--- src/osf_params.svh ---
// constants for the frame-0 output switch and over-current logic
`ifndef OSF_PARAMS_SVH
`define OSF_PARAMS_SVH

// --------------------------------------------------------------
// frame layout
// --------------------------------------------------------------
`define OSF_W 24
`define OSF_BIT_NOERR 0
`define OSF_BIT_HB_FIRST 1
`define OSF_BIT_HSA 14
`define OSF_BIT_HSB 15
`define OSF_BIT_HSC 17
`define OSF_BIT_DUTY 21
`define OSF_BIT_ENABLE 23
`define OSF_BIT_REC_HSA 19
`define OSF_BIT_REC_HSB 20
`define OSF_BIT_REC_HSC 22
`define OSF_CTRL0_MASK 24'h22c07e
`define OSF_CTRL0_RESET 24'h000000
`define OSF_STATUS_RESET 24'h000001

// --------------------------------------------------------------
// recovery timing
// --------------------------------------------------------------
`define OSF_CLK_MHZ 100
`define OSF_REC_OFF_LONG_NS 4000
`define OSF_REC_OFF_SHORT_NS 1000
`define OSF_REC_LONG_CYC (`OSF_REC_OFF_LONG_NS * `OSF_CLK_MHZ / 1000)
`define OSF_REC_SHORT_CYC (`OSF_REC_OFF_SHORT_NS * `OSF_CLK_MHZ / 1000)

`endif

--- src/osf_pkg.sv ---
// types shared by the frame-0 output switch logic
package osf_pkg;

  // --------------------------------------------------------------
  // second word pair, as seen by this block
  // --------------------------------------------------------------
  typedef struct packed {
    logic [23:0] ctrl1_word;
    logic [8:0] pwm_en;
    logic [8:0] pwm_sel_b;
  } osf_cfg_s;

  // --------------------------------------------------------------
  // switch drive levels
  // --------------------------------------------------------------
  typedef struct packed {
    logic [2:0] upper_switch;
    logic [2:0] lower_switch;
    logic high_side_a;
    logic high_side_b;
    logic high_side_c;
  } osf_drv_s;

  // output index (0..8) to its bit in the control and status words
  function automatic logic [4:0] osf_bit_of(input int unsigned idx);
    case (idx)
      6: osf_bit_of = 5'd14;
      7: osf_bit_of = 5'd15;
      8: osf_bit_of = 5'd17;
      default: osf_bit_of = 5'(idx + 1);
    endcase
  endfunction

endpackage

--- src/osf_spi_shift.sv ---
// serial frame shifter sampled by the system clock
`include "osf_params.svh"
module osf_spi_shift (
  input wire logic clock,
  input wire logic resetn,
  input wire logic sclk,
  input wire logic csn,
  input wire logic sdi,
  input wire logic [23:0] tx_word,
  output logic sdo,
  output logic sdo_oe,
  output logic [23:0] rx_word,
  output logic rx_valid
);
  import osf_pkg::*;

  // --------------------------------------------------------------
  // pin synchronisers
  // --------------------------------------------------------------
  logic [2:0] sclk_q;
  logic [2:0] csn_q;
  logic [1:0] sdi_q;
  logic [4:0] cnt_q;
  logic [23:0] sh_q;
  logic sdo_q;
  logic valid_q;

  always_ff @(posedge clock or negedge resetn) begin
    if (!resetn) begin
      sclk_q <= 3'h0;
      csn_q <= 3'h7;
      sdi_q <= 2'h0;
    end else begin
      sclk_q <= {sclk_q[1:0], sclk};
      csn_q <= {csn_q[1:0], csn};
      sdi_q <= {sdi_q[0], sdi};
    end
  end

  // edges judged on second and third stages only
  wire sclk_rise = sclk_q[1] & ~sclk_q[2];
  wire sclk_fall = ~sclk_q[1] & sclk_q[2];
  wire csn_fall = ~csn_q[1] & csn_q[2];
  wire csn_rise = csn_q[1] & ~csn_q[2];
  wire sel = ~csn_q[2];

  // --------------------------------------------------------------
  // shift register, msb first
  // --------------------------------------------------------------
  always_ff @(posedge clock or negedge resetn) begin
    if (!resetn) begin
      sh_q <= 24'h000000;
      cnt_q <= 5'h00;
      sdo_q <= 1'b0;
    end else if (csn_fall) begin
      sh_q <= tx_word;
      sdo_q <= tx_word[23];
      cnt_q <= 5'h00;
    end else if (sel && sclk_rise) begin
      sh_q <= {sh_q[22:0], sdi_q[1]};
      // saturate so a long frame never looks complete
      cnt_q <= (cnt_q == 5'h1f) ? cnt_q : cnt_q + 5'h01;
    end else if (sel && sclk_fall) begin
      sdo_q <= sh_q[23];
    end
  end

  // only an exact 24-clock frame is accepted
  always_ff @(posedge clock or negedge resetn) begin
    if (!resetn) begin
      valid_q <= 1'b0;
    end else begin
      valid_q <= csn_rise && (cnt_q == 5'(`OSF_W));
    end
  end

  assign sdo = sdo_q;
  assign sdo_oe = sel;
  assign rx_word = sh_q;
  assign rx_valid = valid_q;
endmodule // osf_spi_shift

--- src/osf_frame0.sv ---
// frame-0 output switch control and over-current status logic
`include "osf_params.svh"
// Overview of operation
// - control bits 17, 15, 14 switch on high_side_c, high_side_b, high_side_a
// - bits 1 to 6 drive half bridge switches, low odd, high even
// - with pwm enabled, driver on only while its gate input is high
// - both switches of one half bridge never conduct together
// - over-current sets status bit at control position and disables driver
// - recovery enabled: driver returns after delay set by bit 21
// - status bit 0 is nor of status bits 1 to 22 of both words
// - global enable bit 23 selects active; clearing or reset gives standby
// - high-side recovery enables sit at word-1 bits 19, 20, 22
module osf_frame0 (
  input wire logic clock,
  input wire logic resetn,
  input wire logic spi_sclk,
  input wire logic spi_csn,
  input wire logic spi_sdi,
  output logic spi_sdo,
  output logic spi_sdo_oe,
  input wire logic gate_input_a,
  input wire logic gate_input_b,
  input wire logic [8:0] oc_detect,
  input osf_pkg::osf_cfg_s cfg,
  input wire logic [21:0] status1_flags,
  input wire logic clear_flags,
  output osf_pkg::osf_drv_s drivers,
  output logic [23:0] status0_word,
  output logic [23:0] ctrl0_word
);
  import osf_pkg::*;

  // --------------------------------------------------------------
  // input synchronisers
  // --------------------------------------------------------------
  logic [1:0] gate_a_q;
  logic [1:0] gate_b_q;
  logic [8:0] oc_s1_q;
  logic [8:0] oc_s2_q;

  always_ff @(posedge clock or negedge resetn) begin
    if (!resetn) begin
      gate_a_q <= 2'h0;
      gate_b_q <= 2'h0;
      oc_s1_q <= 9'h000;
      oc_s2_q <= 9'h000;
    end else begin
      gate_a_q <= {gate_a_q[0], gate_input_a};
      gate_b_q <= {gate_b_q[0], gate_input_b};
      oc_s1_q <= oc_detect;
      oc_s2_q <= oc_s1_q;
    end
  end

  // --------------------------------------------------------------
  // serial frame
  // --------------------------------------------------------------
  logic [23:0] rx_word;
  logic rx_valid;
  logic [23:0] status_q;

  osf_spi_shift u_shift (
    .clock(clock),
    .resetn(resetn),
    .sclk(spi_sclk),
    .csn(spi_csn),
    .sdi(spi_sdi),
    .tx_word(status_q),
    .sdo(spi_sdo),
    .sdo_oe(spi_sdo_oe),
    .rx_word(rx_word),
    .rx_valid(rx_valid)
  );

  // --------------------------------------------------------------
  // control word
  // --------------------------------------------------------------
  logic active;
  logic [23:0] ctrl0_q;

  assign active = cfg.ctrl1_word[`OSF_BIT_ENABLE];

  always_ff @(posedge clock or negedge resetn) begin
    if (!resetn) begin
      ctrl0_q <= `OSF_CTRL0_RESET;
    end else if (!active) begin
      ctrl0_q <= `OSF_CTRL0_RESET;
    end else if (rx_valid) begin
      ctrl0_q <= rx_word & `OSF_CTRL0_MASK;
    end
  end

  // --------------------------------------------------------------
  // per-output request
  // --------------------------------------------------------------
  logic [8:0] req;
  logic [8:0] rec_en;

  always_comb begin
    for (int i = 0; i < 9; i++) begin
      req[i] = ctrl0_q[osf_bit_of(i)];
      if (cfg.pwm_en[i]) begin
        req[i] = req[i] & (cfg.pwm_sel_b[i] ? gate_b_q[1] : gate_a_q[1]);
      end
    end
  end

  assign rec_en = {cfg.ctrl1_word[`OSF_BIT_REC_HSC], cfg.ctrl1_word[`OSF_BIT_REC_HSB],
                   cfg.ctrl1_word[`OSF_BIT_REC_HSA], 6'h00};

  // --------------------------------------------------------------
  // over-current flags
  // --------------------------------------------------------------
  logic [8:0] oc_flag_q;

  always_ff @(posedge clock or negedge resetn) begin
    if (!resetn) begin
      oc_flag_q <= 9'h000;
    end else if (!active) begin
      oc_flag_q <= 9'h000;
    end else begin
      // latch flag; reset bit clears, new event wins
      oc_flag_q <= oc_s2_q | (oc_flag_q & ~{9{clear_flags}});
    end
  end

  // --------------------------------------------------------------
  // recovery timers, high sides only
  // --------------------------------------------------------------
  logic [8:0] rec_cnt_q [3];
  logic [8:0] rec_load;

  // short off time gives the higher duty cycle
  assign rec_load = ctrl0_q[`OSF_BIT_DUTY] ? 9'(`OSF_REC_SHORT_CYC) : 9'(`OSF_REC_LONG_CYC);

  always_ff @(posedge clock or negedge resetn) begin
    if (!resetn) begin
      for (int k = 0; k < 3; k++) begin
        rec_cnt_q[k] <= 9'h000;
      end
    end else begin
      for (int k = 0; k < 3; k++) begin
        if (!active) begin
          rec_cnt_q[k] <= 9'h000;
        end else if (oc_s2_q[6 + k]) begin
          rec_cnt_q[k] <= rec_load;
        end else if (rec_cnt_q[k] != 9'h000) begin
          rec_cnt_q[k] <= rec_cnt_q[k] - 9'h001;
        end
      end
    end
  end

  // --------------------------------------------------------------
  // drive with protection
  // --------------------------------------------------------------
  logic [8:0] allow;
  logic [8:0] drv_d;
  logic [8:0] drv_q;

  always_comb begin
    for (int i = 0; i < 9; i++) begin
      // disable on flag; held off until cleared unless recovery is enabled, then until the timer expires
      allow[i] = active & req[i] & ~oc_s2_q[i] & ~(oc_flag_q[i] & ~rec_en[i]);
    end
    for (int k = 0; k < 3; k++) begin
      allow[6 + k] = allow[6 + k] & (rec_cnt_q[k] == 9'h000);
    end
    drv_d = allow;
    for (int b = 0; b < 3; b++) begin
      // no cross conduction, one idle cycle between sides
      drv_d[2 * b] = allow[2 * b] & ~allow[2 * b + 1] & ~drv_q[2 * b + 1];
      drv_d[2 * b + 1] = allow[2 * b + 1] & ~allow[2 * b] & ~drv_q[2 * b];
    end
  end

  always_ff @(posedge clock or negedge resetn) begin
    if (!resetn) begin
      drv_q <= 9'h000;
    end else begin
      drv_q <= drv_d;
    end
  end

  assign drivers.lower_switch = {drv_q[4], drv_q[2], drv_q[0]};
  assign drivers.upper_switch = {drv_q[5], drv_q[3], drv_q[1]};
  assign drivers.high_side_a = drv_q[6];
  assign drivers.high_side_b = drv_q[7];
  assign drivers.high_side_c = drv_q[8];

  // --------------------------------------------------------------
  // status word
  // --------------------------------------------------------------
  logic [23:0] status_d;

  always_comb begin
    status_d = 24'h000000;
    for (int i = 0; i < 9; i++) begin
      status_d[osf_bit_of(i)] = oc_flag_q[i];
    end
    status_d[`OSF_BIT_NOERR] = ~(|status_d[22:1] | |status1_flags);
  end

  // registered so the frame sees a stable word
  always_ff @(posedge clock or negedge resetn) begin
    if (!resetn) begin
      status_q <= `OSF_STATUS_RESET;
    end else begin
      status_q <= status_d;
    end
  end

  assign status0_word = status_q;
  assign ctrl0_word = ctrl0_q;
endmodule // osf_frame0

--- config.mk ---
export PLATFORM = sky130hd
export DESIGN_NAME = osf_frame0
export DESIGN_NICKNAME = d
export VERILOG_FILES = /design/src/osf_pkg.sv /design/src/osf_spi_shift.sv /design/src/osf_frame0.sv
export VERILOG_INCLUDE_DIRS = /design/src
export SDC_FILE = /design/constraint.sdc
export NUM_CORES = 1
export LEC_CHECK = 0
export BUFFER_PORTS_ARGS = -buffer_cell sky130_fd_sc_hd__buf_2
export CAP_MARGIN = 10
export CORE_ASPECT_RATIO = 0.75
export CORE_UTILIZATION = 45
export DETAILED_ROUTE_END_ITERATION = 12
export HOLD_SLACK_MARGIN = 0.03
export PLACE_DENSITY = 0.67
export SETUP_SLACK_MARGIN = 0.3
export SYNTH_ARGS = -nofsm -noshare
export SYNTH_HDL_FRONTEND = slang
export SYNTH_SLANG_ARGS = --single-unit
--- constraint.sdc ---
create_clock -name clock -period 4.1 [get_ports clock]
set_clock_uncertainty 0.15 [all_clocks]
set_input_delay 0.205 -clock clock [delete_from_list [all_inputs] [get_ports clock]]
set_output_delay 0.205 -clock clock [all_outputs]
set_load 0.01 [all_outputs]
==> results.py <==
metrics = {
    "setup_path": {
        "slowest_stage": "dlygate4sd3_1",
        "critPathTopFamily": "buffers and inverters",
        "cp_max_fo": 1,
        "path_cells": "dlygate4sd3_1 > buf_2 > nor4_1 > dlygate4sd3_1 > nand4_1 > dlygate4sd3_1 > nor2_1 > dlygate4sd3_1",
        "start_kind": "input port",
        "regToRegSetupSlack_ps": 1740,
        "cp_num_buf_inv": 5,
        "worstSetupPathDepth": 8,
        "critPathCaptureType": "flip-flop",
        "cp_slowest_stage_delay_ps": 590,
        "critical_path.startpoint": "status1_flags[21]",
        "crit_type": "input port to flip-flop",
        "cp.arrival_ps": 2860,
        "critical_path.endpoint": "status0_word[0]",
        "required_ps": 4300,
        "reg2reg_depth": 6,
        "r2r-start": "rec_cnt_q[9]",
        "worstReg2RegEnd": "drv_q[7]",
        "path_common_cell": "dlygate4sd3_1",
    },
    "place": {
        "dpl.cell_count": 725,
        "io_buffers": 91,
        "gp_congestion": 0.791,
        "dp_hpwl_um": 7610,
        "placed_cell_area_um2": 5910,
    },
    "route": {
        "routedWlPerCell_um": 14.5,
        "vias": 3893,
        "viasPerCell": 4.95,
        "drt_iter0_markers": 186,
        "detail-route-antenna-nets": 0,
        "detail_route.first_pass.iterations": 4,
        "drc": 0,
        "totalWireLength_um": 11400,
    },
    "clock_tree": {
        "cts_resized": 0,
        "clock_latency_ps": 410,
        "numCtsBuffers": 17,
        "cts_tree": "built",
        "path_clk_slew_ps": 50,
        "clock_sinks": 126,
        "cts_buffer_depth": 2,
        "root_buffer": "clkbuf_16",
        "h-tree-depth": 4,
    },
    "power": {
        "p_int_mw": 2.48,
        "p_seq_frac": 0.430,
        "p_leak_nw": 3.25,
        "ir_drop_uv": 302,
        "swShare": 0.241,
        "power_frac_clock": 0.449,
        "p_per_area_nw_per_um2": 479,
        "net-switching-power_uw": 785,
        "combPwrFrac": 0.121,
        "total_power_mw": 3.26,
    },
    "sta": {
        "tightest_slew_ps": 904,
        "slew_violations": 0,
        "setup_tns_ps": 0,
        "finalCriticalPeriod_ps": 2660,
        "timing.slew.headroom": 0.398,
        "fmax_mhz": 377,
        "rsz0062_at_grt": "no",
        "fin_crit_sh": 0.648,
        "finalSetupViolCount": 0,
        "hold_viol": 0,
    },
    "finish": {
        "n_antenna_cell": 0,
        "final_common_cell": "dfrtp_1",
        "multi_input_area_um2": 2020,
        "regArea_um2": 3160,
        "fill_cells": 985,
        "area_delta_synth_final_pct": 26.1,
        "drive_gt1_frac": 0.219,
        "nNetsFinal": 699,
        "final_cell_mix": "dfrtp_1, buf_2, nand2_1",
        "instances_no_fill": 787,
        "finalInstanceArea_um2": 6810,
    },
    "logic_synthesis": {
        "ys_ff_latch": 126,
        "synth_ff_type": "dfrtp_1",
        "synth_top_cell_area_share": 0.566,
        "syn_area_um2": 5400,
        "yosys.area.top_type": "dfrtp_1",
        "ys_async_sr_fraction": 1.00,
        "yosys_warnings": 0,
        "ys_types": 42,
        "ys_seq_area_frac": 0.585,
        "synthCells": 486,
        "synthTopCellsByArea": "dfrtp_1, nand2_1, mux2i_1, buf_4, nor2b_1",
        "synth_edf_count": 0,
        "syn_avg_cell_area_um2": 11.1,
    },
    "global_route": {
        "antenna_found_initial": 0,
        "grt_pass1_vias": 3896,
        "grt_max_degree": 74,
        "grt_pass1_wl_um": 19000,
        "track_usage": 0.198,
        "grt_overflow": 0,
    },
    "die": {
        "coreArea_um2": 11700,
        "die_x_um": 128,
        "ios": 140,
        "die_area_um2": 12400,
        "die_h_um": 96.8,
        "start_util": 0.463,
        "rows": 34,
    },
    "flow_run": {
        "maxCapViolations": 0,
    },
    "run_status": {
        "status": "complete, no violations",
    },
    "hold_path": {
        "hp-class": "input port to flip-flop",
    },
}
==> routing by layer <==
layer  GRT usage  part of all wire  up-vias
met5           0                 0        -
met4      0.0615            0.0089        0
met3      0.0509             0.045       12
met2       0.307              0.47      125
met1       0.273              0.48     1899
li1            -                 -     1857
==> state kept, by name, indices dropped and copies added, names as in the netlist <==
name and cells:
u_shift.sdi_q 2, rec_cnt_q 27, drv_q 9, u_shift.cnt_q 5, oc_flag_q 9, u_shift.sclk_q 3
oc_s1_q 9, u_shift.sdo 1, gate_b_q 2, u_shift.rx_valid 1, u_shift.csn_q 3, gate_a_q 2
u_shift.rx_word 24, ctrl0_word 10, oc_s2_q 9, status0_word 10
==> worst min path at each step <==
| stage | depth (start not counted) | to | from | slack, ps |
|---|---|---|---|---|
| 2_1_floorplan | 0 | ctrl0_word[14] | resetn | -240 |
| 3_3_place_gp | 1 | oc_s1_q[5] | oc_detect[5] | 160 |
| 3_5_place_dp | 1 | u_shift.csn_q[0] | spi_csn | 160 |
| 4_1_cts | 5 | drv_q[6] | cfg[37] | 40 |
| 5_1_grt | 5 | drv_q[6] | cfg[37] | 60 |
| 6_report | 5 | drv_q[6] | cfg[37] | 50 |
==> cell families (layout without fill, tap and decap cells) <==
| logic type | count (synthesis) | in the layout | synth area share |
|---|---|---|---|
| AO/OA/AOI/OAI | 76 | 76 | 0.0909 |
| adder cells (fa/ha/maj) | 6 | 6 | 0.0139 |
| multiplexers | 22 | 22 | 0.0408 |
| AND/OR/NAND/NOR | 175 | 175 | 0.171 |
| flip-flops | 126 | 126 | 0.585 |
| XOR/XNOR | 23 | 23 | 0.0373 |
| other | 1 | 28 | 0.000695 |
| buffers and inverters | 57 | 169 | 0.0603 |
==> power groups by stage <==
stage	sequential, mW	combinational, mW	clock [mW]
after floorplan	1.40	0.284	0
after global placement	1.41	0.363	0
after detailed placement	1.42	0.374	0
after CTS	1.40	0.397	1.49
after global routing	1.41	0.445	1.56
final	1.40	0.395	1.47
==> worst min-delay path: cells and delay by family <==
family,cells,cell delay (ps)
simple gates,1,100
compound gates,2,100
buf+inv,2,140
==> timing repair <==
action / in CTS / in global routing
endpoints found under the hold margin: 92 / 0
setup buffers: 0 / 0
hold buffers: 30 / 0
==> cell type report <==
class	instances	area share
clock inverter	7	0.0125
timing repair buffer	125	0.116
clock buffer	25	0.0743
inverter	12	0.00662
multi-input combinational	330	0.297
sequential	126	0.464
tap	162	0.0298
==> through the flow <==
step,utilization,hold slack [ps],setup slack [ps]
after floorplan,-,-241,2070
after global placement,0.507,163,1940
after detailed placement,0.507,163,1840
after CTS,0.584,35.9,1470
after global routing,0.584,56.6,1320
final,0.584,47.1,1440
==> synthesized netlist by cell type, types with 12 or more instances <==
master	instances
o21a_1	13
dfrtp_1	122
xor2_1	12
a21oi_1	12
inv_1	12
nor3b_1	13
mux2i_1	22
nor2b_1	28
nor2_1	20
a22oi_1	12
buf_4	28
nand2_1	67
o21ai_0	24
Note: power is estimated with default switching activity, not from simulation.
